`src/inc/dcb_params.svh`:
```
// constants of the pixel lane encoder: offsets, fields, resets, limits
// Functional notes
// - Conversion mode: odd pixel to lanes 0-3, next even pixel to 4-7.
// - First pixel after pixel_valid rises is the odd one.
// - Conversion works the same with coding enabled or disabled.
// - Mode strap: supply dual, ground single, half supply conversion.
// - Single mode turns off upper four lanes and second_link_clock.
// - Dual mode drives both link clock outputs.
// - Coding on: each lane adds inversion_flag_bit every active word.
// - Word disparity is count of ones minus count of zeros.
// - Running disparity starts within +7..-6 and saturates there.
// - Add disparity-1 if sent plain, 1-disparity if sent inverted.
// - inversion_flag_bit is 0 for plain words, 1 for inverted ones.
// - Positive running disparity: invert positive words, else plain.
// - Negative running disparity: plain for positive words, else invert.
// - Zero running disparity: always invert.
// - coding_enable_strap high enables coding, low sends uncoded.
// - Blanking control words carry inversion_flag_bit as 0.
`ifndef DCB_PARAMS_SVH
`define DCB_PARAMS_SVH
`define DCB_CTRL_OFS      8'h00
`define DCB_STAT_OFS      8'h04
`define DCB_DISP_OFS      8'h08
`define DCB_CTRL_EN_BIT   0
`define DCB_CTRL_SEED_LSB 4
`define DCB_CTRL_LOAD_BIT 8
`define DCB_EN_RST        1'h1
`define DCB_SEED_RST      4'h0
`define DCB_RD_MAX        4'h7
`define DCB_RD_MIN        4'ha
`define DCB_STRAP_GND     2'h0
`define DCB_STRAP_HALF    2'h1
`define DCB_STRAP_VCC     2'h3
`define DCB_LANE_MASK_LO  8'h0f
`define DCB_LANE_MASK_ALL 8'hff
`endif

```
`src/inc/dcb_pkg.sv`:
```
// types of the pixel lane encoder
package dcb_pkg;
    typedef enum logic [1:0] {DCB_SINGLE, DCB_SPLIT, DCB_DUAL} dcb_mode_e;
    typedef logic signed [3:0] dcb_rd_t;
    typedef logic [5:0]        dcb_word_t;
    typedef logic [6:0]        dcb_lane_t;
endpackage

```
`src/inc/dcb_lane_if.sv`:
```
// carrier between the top and one lane coder
`timescale 1ns/1ps
`default_nettype none
interface dcb_lane_if;
    import dcb_pkg::*;
    logic      load;
    logic      active;
    logic      code_en;
    logic      seed_load;
    dcb_rd_t   seed;
    dcb_word_t data;
    dcb_lane_t word;
    dcb_rd_t   rd;
    modport ctl
    (
        output load, active, code_en, seed_load, seed, data,
        input  word, rd
    );
    modport lane
    (
        input  load, active, code_en, seed_load, seed, data,
        output word, rd
    );
endinterface
`default_nettype wire

```
`src/hw/dcb_sync.sv`:
```
// two flip-flop synchroniser for pin inputs
`timescale 1ns/1ps
`default_nettype none
module dcb_sync #(parameter int W = 1)
(
    input  wire logic         mclk,
    input  wire logic         rst,
    input  wire logic [W-1:0] d,
    output var  logic [W-1:0] q
);
    import dcb_pkg::*;
    typedef struct packed
    {
        logic [W-1:0] s1;
        logic [W-1:0] s2;
    } dcb_sync_s;
    dcb_sync_s st_r;
    dcb_sync_s st_nxt;
    always_comb
    begin
        st_nxt.s1 = d;
        st_nxt.s2 = st_r.s1;
    end
    always_ff @(posedge mclk)
    begin
        if (rst)
            st_r <= '0;
        else
            st_r <= st_nxt;
    end
    assign q = st_r.s2;
endmodule
`default_nettype wire

```
`src/hw/dcb_lane_enc.sv`:
```
// running disparity coder of one data lane
`timescale 1ns/1ps
`default_nettype none
`include "dcb_params.svh"
module dcb_lane_enc
(
    input  wire logic  mclk,
    input  wire logic  rst,
    dcb_lane_if.lane   lp
);
    import dcb_pkg::*;
    typedef struct packed
    {
        dcb_rd_t   rd;
        dcb_lane_t word;
    } dcb_lane_s;
    dcb_lane_s          st_r;
    dcb_lane_s          st_nxt;
    logic [2:0]         ones;
    logic signed [4:0]  dd;
    logic signed [4:0]  delta;
    logic signed [5:0]  sum;
    logic               inv;
    always_comb
    begin
        ones = 3'h0;
        for (int i = 0; i < 6; i++)
            ones = ones + {2'h0, lp.data[i]};
        dd = $signed({1'b0, ones, 1'b0}) - 5'sh6;
        if (st_r.rd > 0)
            inv = dd > 0;
        else if (st_r.rd < 0)
            inv = !(dd > 0);
        else
            inv = 1'b1;
        delta = inv ? 5'sh1 - dd : dd - 5'sh1;
        sum = {{2{st_r.rd[3]}}, st_r.rd} + {delta[4], delta};
        st_nxt = st_r;
        if (lp.seed_load)
        begin
            st_nxt.rd = (lp.seed < $signed(`DCB_RD_MIN)) ? `DCB_RD_MIN
                                                         : lp.seed;
        end
        else if (lp.load && lp.active && lp.code_en)
        begin
            st_nxt.word = {inv, inv ? ~lp.data : lp.data};
            if (sum > $signed({2'h0, `DCB_RD_MAX}))
                st_nxt.rd = `DCB_RD_MAX;
            else if (sum < $signed({2'h3, `DCB_RD_MIN}))
                st_nxt.rd = `DCB_RD_MIN;
            else
                st_nxt.rd = sum[3:0];
        end
        else if (lp.load)
            st_nxt.word = {1'b0, lp.data};
    end
    always_ff @(posedge mclk)
    begin
        if (rst)
            st_r <= {`DCB_SEED_RST, 7'h00};
        else
            st_r <= st_nxt;
    end
    assign lp.word = st_r.word;
    assign lp.rd   = st_r.rd;
endmodule
`default_nettype wire

```
`src/hw/dcb_pixel_lane_tx.sv`:
```
// top of the pixel lane encoder: apb slave, pixel split, lane coders
`timescale 1ns/1ps
`default_nettype none
`include "dcb_params.svh"
module dcb_pixel_lane_tx
(
    input  wire logic        mclk,
    input  wire logic        rst,
    input  wire logic        psel,
    input  wire logic        penable,
    input  wire logic        pwrite,
    input  wire logic [7:0]  paddr,
    input  wire logic [31:0] pwdata,
    output var  logic [31:0] prdata,
    output var  logic        pready,
    output var  logic        pslverr,
    input  wire logic        pixel_clock,
    input  wire logic        pixel_valid,
    input  wire logic        hsync,
    input  wire logic        vsync,
    input  wire logic [23:0] pix_first,
    input  wire logic [23:0] pix_second,
    input  wire logic [1:0]  pixel_mode_strap,
    input  wire logic        valid_polarity_strap,
    input  wire logic        coding_enable_strap,
    output var  logic [55:0] lane_word,
    output var  logic [7:0]  lane_enable,
    output var  logic        lane_strobe,
    output var  logic        link_clock,
    output var  logic        second_link_clock
);
    import dcb_pkg::*;

    typedef struct packed
    {
        logic        en;
        logic [3:0]  seed;
        logic        seed_load;
        logic        pclk_d;
        logic        valid_d;
        logic        phase;
        logic [23:0] odd;
        logic        odd_act;
        logic        lclk1;
        logic        lclk2;
        logic [7:0]  lane_en;
        logic        strobe;
        logic [31:0] prdata;
    } dcb_top_s;

    dcb_top_s    st_r;
    dcb_top_s    st_nxt;
    logic [55:0] sync_in;
    logic [55:0] sync_q;
    logic        pclk_s;
    logic        valid_raw;
    logic        hs_s;
    logic        vs_s;
    logic [23:0] lo_s;
    logic [23:0] hi_s;
    logic [1:0]  strap_s;
    logic        pol_s;
    logic        code_s;
    dcb_mode_e   mode;
    logic        act;
    logic        pedge;
    logic        split;
    logic        vrise;
    logic        load;
    logic        act_lo;
    logic        act_hi;
    logic [23:0] ctrl_word;
    logic [23:0] lo_src;
    logic [23:0] hi_src;
    logic [31:0] rd_all;
    logic        setup;
    logic        access;
    logic        hit;
    logic [31:0] rmux;

    // pixel and strap pin inputs pass two flip-flops
    assign sync_in = {pixel_clock, pixel_valid, hsync, vsync, pix_first,
                      pix_second, pixel_mode_strap, valid_polarity_strap,
                      coding_enable_strap};

    dcb_sync #(.W(56)) u_sync
    (
        .mclk (mclk),
        .rst  (rst),
        .d    (sync_in),
        .q    (sync_q)
    );

    assign {pclk_s, valid_raw, hs_s, vs_s, lo_s, hi_s, strap_s, pol_s,
            code_s} = sync_q;

    always_comb
    begin
        case (strap_s)
            `DCB_STRAP_VCC:  mode = DCB_DUAL;
            `DCB_STRAP_HALF: mode = DCB_SPLIT;
            `DCB_STRAP_GND:  mode = DCB_SINGLE;
            default:         mode = DCB_SINGLE;
        endcase
    end

    // active level follows the polarity strap
    assign act   = (valid_raw == pol_s);
    assign pedge = pclk_s & ~st_r.pclk_d;
    assign split = (mode == DCB_SPLIT);
    assign vrise = act & ~st_r.valid_d;

    // pair leaves on the even pixel
    assign load  = pedge & (~split | (st_r.phase & ~vrise));

    // blanking carries the syncs on lane 0
    assign ctrl_word = {22'h000000, vs_s, hs_s};

    always_comb
    begin
        act_lo = 1'b0;
        act_hi = 1'b0;
        lo_src = 24'h000000;
        hi_src = 24'h000000;
        if (st_r.en)
        begin
            case (mode)
                DCB_SPLIT:
                begin
                    // odd to lanes 0-3, even to 4-7
                    act_lo = st_r.odd_act;
                    act_hi = act;
                    lo_src = st_r.odd_act ? st_r.odd : ctrl_word;
                    hi_src = act ? lo_s : 24'h000000;
                end
                DCB_DUAL:
                begin
                    act_lo = act;
                    act_hi = act;
                    lo_src = act ? lo_s : ctrl_word;
                    hi_src = act ? hi_s : 24'h000000;
                end
                DCB_SINGLE:
                begin
                    act_lo = act;
                    lo_src = act ? lo_s : ctrl_word;
                end
                default:
                begin
                    act_lo = 1'b0;
                end
            endcase
        end
    end

    dcb_lane_if lif[8] ();

    genvar g;
    generate
        for (g = 0; g < 8; g++)
        begin : g_lane
            assign lif[g].load      = load;
            assign lif[g].code_en   = code_s;
            assign lif[g].seed_load = st_r.seed_load;
            assign lif[g].seed      = st_r.seed;
            if (g < 4)
            begin : g_lo
                assign lif[g].active = act_lo;
                assign lif[g].data   = lo_src[g*6 +: 6];
            end
            else
            begin : g_hi
                assign lif[g].active = act_hi;
                assign lif[g].data   = hi_src[(g-4)*6 +: 6];
            end
            dcb_lane_enc u_enc
            (
                .mclk (mclk),
                .rst  (rst),
                .lp   (lif[g])
            );
            assign lane_word[g*7 +: 7] = lif[g].word;
            assign rd_all[g*4 +: 4]    = lif[g].rd;
        end
    endgenerate

    // apb decode, zero wait states
    assign setup  = psel & ~penable;
    assign access = psel & penable;
    assign hit    = (paddr == `DCB_CTRL_OFS) | (paddr == `DCB_STAT_OFS) |
                    (paddr == `DCB_DISP_OFS);
    assign pready  = 1'b1;
    assign pslverr = access & ~hit;

    always_comb
    begin
        case (paddr)
            `DCB_CTRL_OFS: rmux = {24'h000000, st_r.seed, 3'h0, st_r.en};
            `DCB_STAT_OFS: rmux = {24'h000000, 2'h0, st_r.en, st_r.phase,
                                   pol_s, code_s, mode};
            `DCB_DISP_OFS: rmux = rd_all;
            default:       rmux = 32'h00000000;
        endcase
    end

    always_comb
    begin
        st_nxt           = st_r;
        st_nxt.seed_load = 1'b0;
        st_nxt.pclk_d    = pclk_s;
        st_nxt.strobe    = load;
        if (setup && !pwrite)
            st_nxt.prdata = rmux;
        if (access && pwrite && paddr == `DCB_CTRL_OFS)
        begin
            st_nxt.en        = pwdata[`DCB_CTRL_EN_BIT];
            st_nxt.seed      = pwdata[`DCB_CTRL_SEED_LSB +: 4];
            st_nxt.seed_load = pwdata[`DCB_CTRL_LOAD_BIT];
        end
        if (pedge)
        begin
            st_nxt.valid_d = act;
            if (split && (vrise || !st_r.phase))
            begin
                st_nxt.odd     = lo_s;
                st_nxt.odd_act = act;
                st_nxt.phase   = 1'b1;
            end
            else
                st_nxt.phase = 1'b0;
        end
        // link clock halves in conversion mode
        if (!st_r.en)
            st_nxt.lclk1 = 1'b0;
        else if (!split)
            st_nxt.lclk1 = pclk_s;
        else if (pedge)
            st_nxt.lclk1 = vrise | ~st_r.phase;
        // second clock only beyond single mode
        st_nxt.lclk2 = (mode != DCB_SINGLE) & st_nxt.lclk1;
        if (!st_r.en)
            st_nxt.lane_en = 8'h00;
        else if (mode == DCB_SINGLE)
            st_nxt.lane_en = `DCB_LANE_MASK_LO;
        else
            st_nxt.lane_en = `DCB_LANE_MASK_ALL;
    end

    always_ff @(posedge mclk)
    begin
        if (rst)
        begin
            st_r      <= '0;
            st_r.en   <= `DCB_EN_RST;
            st_r.seed <= `DCB_SEED_RST;
        end
        else
            st_r <= st_nxt;
    end

    assign prdata            = st_r.prdata;
    assign lane_enable       = st_r.lane_en;
    assign lane_strobe       = st_r.strobe;
    assign link_clock        = st_r.lclk1;
    assign second_link_clock = st_r.lclk2;

    logic d0_pos;
    assign d0_pos = $countones(lif[0].data) > 3;
endmodule
`default_nettype wire

```
`config.mk`:
```
export PLATFORM = sky130hd
export DESIGN_NAME = dcb_pixel_lane_tx
export DESIGN_NICKNAME = d
export VERILOG_FILES = /design/src/inc/dcb_pkg.sv /design/src/inc/dcb_lane_if.sv /design/src/hw/dcb_sync.sv /design/src/hw/dcb_lane_enc.sv /design/src/hw/dcb_pixel_lane_tx.sv
export VERILOG_INCLUDE_DIRS = /design/src /design/src/inc
export SDC_FILE = /design/constraint.sdc
export NUM_CORES = 1
export LEC_CHECK = 0
export BUFFER_PORTS_ARGS = -buffer_cell sky130_fd_sc_hd__buf_2
export CAP_MARGIN = 20
export CORE_ASPECT_RATIO = 0.75
export CORE_UTILIZATION = 58
export CTS_CLUSTER_SIZE = 24
export DETAILED_ROUTE_END_ITERATION = 10
export GPL_TIMING_DRIVEN = 0
export PLACE_DENSITY = 0.81
export SLEW_MARGIN = 25
export SYNTH_ARGS = -nofsm -noshare
export SYNTH_HDL_FRONTEND = slang
export SYNTH_SLANG_ARGS = --single-unit
export TNS_END_PERCENT = 100
```
`constraint.sdc`:
```
create_clock -name mclk -period 6.2 [get_ports mclk]
set_input_delay 1.24 -clock mclk [delete_from_list [all_inputs] [get_ports mclk]]
set_output_delay 1.24 -clock mclk [all_outputs]
set_load 0.03 [all_outputs]
```
==> results.ini <==
[cts]
post_cts_buffers = 0
clock-sinks = 271
cts-root-buf = clkbuf_16
cts_hold_buf = 0
clock_path_buffers = 3
cts.clk_slew.worst_paths_ps = 60
cts_max_level = 1
cts_tree = done
clk-insertion-delay-late_ps = 540
numCtsBuffers = 26

[layout]
fillers = 1816
area_delta_synth_final_pct = 16.0
final_cell_mix = dfxtp_1, buf_2, nor2b_1, nor2_1, nand2_1
nets = 1901
final_common_cell = dfxtp_1
drive_gt1_share_pct = 17.6
antenna_cells = 0

[job]
maxCapViolCount = 0

[synth]
syn_inst = 1528
yosys.area_share.simple_pct = 19.7
synth_top_family_by_area = simple AND/OR/NAND/NOR gates
yosysWarnings = 0
syn-num-nets = 1702
synth_cell_types = 71
synthMuxAreaShare_pct = 0.747
synth_compound_area_share_pct = 18.3
synth-edff-count = 0
syn_area_um2 = 13600
synth.yosys.seq_area_share_pct = 40.0
async_reset_ff_share_pct = 0
synthXorXnorAreaFrac_pct = 6.00
synth_fa_ha_area_share_pct = 8.50
ys_seq_elements = 271
synthFlopType = dfxtp_1
synth_area_per_cell_um2 = 8.88

[setup_path]
reg2reg_slack_ps = 300
path_class = register to register
crit_end = g_lane[0].u_enc.lp.rd[2]
rr_endpoint = g_lane[0].u_enc.lp.rd[2]
r2r-start = u_sync.q[1]
r2r_cells = 21
critPathRequiredTime_ps = 6620
start_kind = register
cp.arrival_ps = 6320
crit_fanout = 10
worstSetupStartpoint = u_sync.q[1]
end_kind = register

[sta]
final.setup_skew_ps = 10.8
final-setup-viol-count = 0
tightest_slew_ps = 1000
hold_viol_final = 0
fin_crit_sh_pct = 95.1
slew_headroom_pct = 32.5
layout_min_cycle_time_ps = 5900
rsz0062_at_grt = no
fin_setup_tns_ps = 0
slew_violations = 0
max_freq_mhz = 170

[floorplan]
ioPinCount = 202
rows = 48
core_um2 = 23000
start_util_pct = 59.0
fp.dieH_um = 134
die_width_um = 179
dieArea_um2 = 24000

[grt]
grt_pass1_vias = 10700
overflow = 0
track_usage_pct = 30.7
grt_max_degree = 16
grt_pass1_wl_um = 57400
antenna_found_initial = 0

[power]
power.density_nw_per_um2 = 245
p_leak_nw = 6.55
p_total_mw = 3.85
ir_worst_vdd_mv = 0.233

[detailed_routing]
vias = 11800
drt_pass1_iterations = 7
detail_route.drc_violations = 0
via_per_inst = 5.75
routed_wirelength_um = 37300
drtAntennaViolNets = 0
initialDrtViolationCount = 1345
wl_per_cell_um = 18.2

[min_path]
holdCritStartpoint = u_sync.st_nxt[53]
hold_path_class = register to register

[placed_design]
dpl.hpwl_um = 28600
port_buffers = 171
gp_congestion = 0.962

[run_status]
outcome = finished, final reports clean

-- power by group --
part           switching, mW  internal [mW]
sequential            0.0298           1.79
combinational          0.243          0.141
clock                  0.691          0.954
-- worst min path at each step --
stage | endpoint | slack, ps | cells past startpoint
global route | u_sync.q[43] | 450 | 1
floorplan | u_sync.q[0] | 410 | 1
finish | u_sync.q[53] | 430 | 1
global placement | u_sync.q[0] | 420 | 1
detailed placement | u_sync.q[2] | 420 | 1
CTS | u_sync.q[53] | 440 | 1
-- registers in the layout (all words and copies together) (netlist names) --
register              count
second_link_clock         1
lane_strobe               1
link_clock                1
lif.seed_load             1
lane_enable               2
g_lane.u_enc.lp.word     56
u_sync.st_nxt            56
st_r                     29
u_sync.q                 56
lif.seed                  4
g_lane.u_enc.lp.rd       32
prdata                   32
-- what timing repair did --
item | in CTS | in global routing
setup endpoints to repair | 0 | 20
gates resized for setup | 0 | 12
hold endpoints to repair | 0 | 0
-- cell type report --
type                    count  area (um2)  share of cell area, %
plain buffers             135         697                   4.43
clock buffers              36         728                   4.63
clock inverters            12         163                   1.03
inverters                  59         221                   1.41
multi-input cells        1063        7270                   46.2
flip-flops and latches    271        5430                   34.5
well taps                 300         375                   2.39
repair buffers            171         856                   5.44
-- synth_stat cells (6+ instances only) --
master      n  area (um2)
o21a_1      9        67.6
mux2i_1     9        90.1
xor2_1     42         368
ha_1       41         513
buf_2      18        90.1
fa_1       32         641
a211o_1     6        52.6
nand3_1     7        35.0
clkbuf_1   65         244
nand2_1   117         439
nor2b_1   162        1010
buf_1       8        30.0
nor2_1    141         529
nor3_1     38         190
a22oi_1    70         526
a21o_1     14         105
o21ai_0    39         195
dfxtp_1   271        5430
a31oi_1     9        56.3
xnor2_1    51         447
and2_1      7        43.8
buf_4      44         330
inv_1      59         221
a211oi_1   52         390
nand2b_1   17         106
or2_2       7        43.8
a22o_1     13         114
a21oi_1    84         420
a211oi_2    6        75.1
-- stage by stage --
stage               std cells  area, um2  worst slack (ps)  utilization, %  hold slack [ps]
floorplan                1528      13600              1130               -              414
global placement         1999      14800               251            64.3              417
detailed placement       1999      14800               159            64.3              421
CTS                      2047      15700               144            68.2              436
global route             2047      15700              9.59            68.4              449
finish                   2047      15700               302            68.4              434
-- cells by family (layout without fill, tap and decap cells) --
family,after synthesis,after routing
buffers and inverters,194,413
DFF,271,271
AOI/OAI and AO/OA,354,354
xor gates and xnor gates,93,93
adders and majority gates,73,73
muxes,10,10
and+or+nand+nor,532,532
other,1,1
-- metal layers --
layer	part of all wire, %	track usage, %	up-vias
met1	44	44.9	5467
met2	43	46.0	638
met5	0	0	-
met4	2.7	8.00	0
li1	-	-	5570
met3	10	5.90	91
-- worst max-delay path: stages (launching register included) --
cell       delay (ps)
dfxtp_1           540
xor2_4            190
nor2_4            300
buf_2             300
nor3_1             80
nor3_1            360
ha_1              340
fa_1              470
inv_1              90
fa_1              180
inv_1              50
fa_1              440
nor3_1            200
a21o_1            200
xor2_1            310
ha_1              310
a211o_1           320
a21oi_1           160
xnor2_1           210
o21ai_0           220
a2111oi_0         450
nor2_1             70
Note: power is estimated with default switching activity, not from simulation.
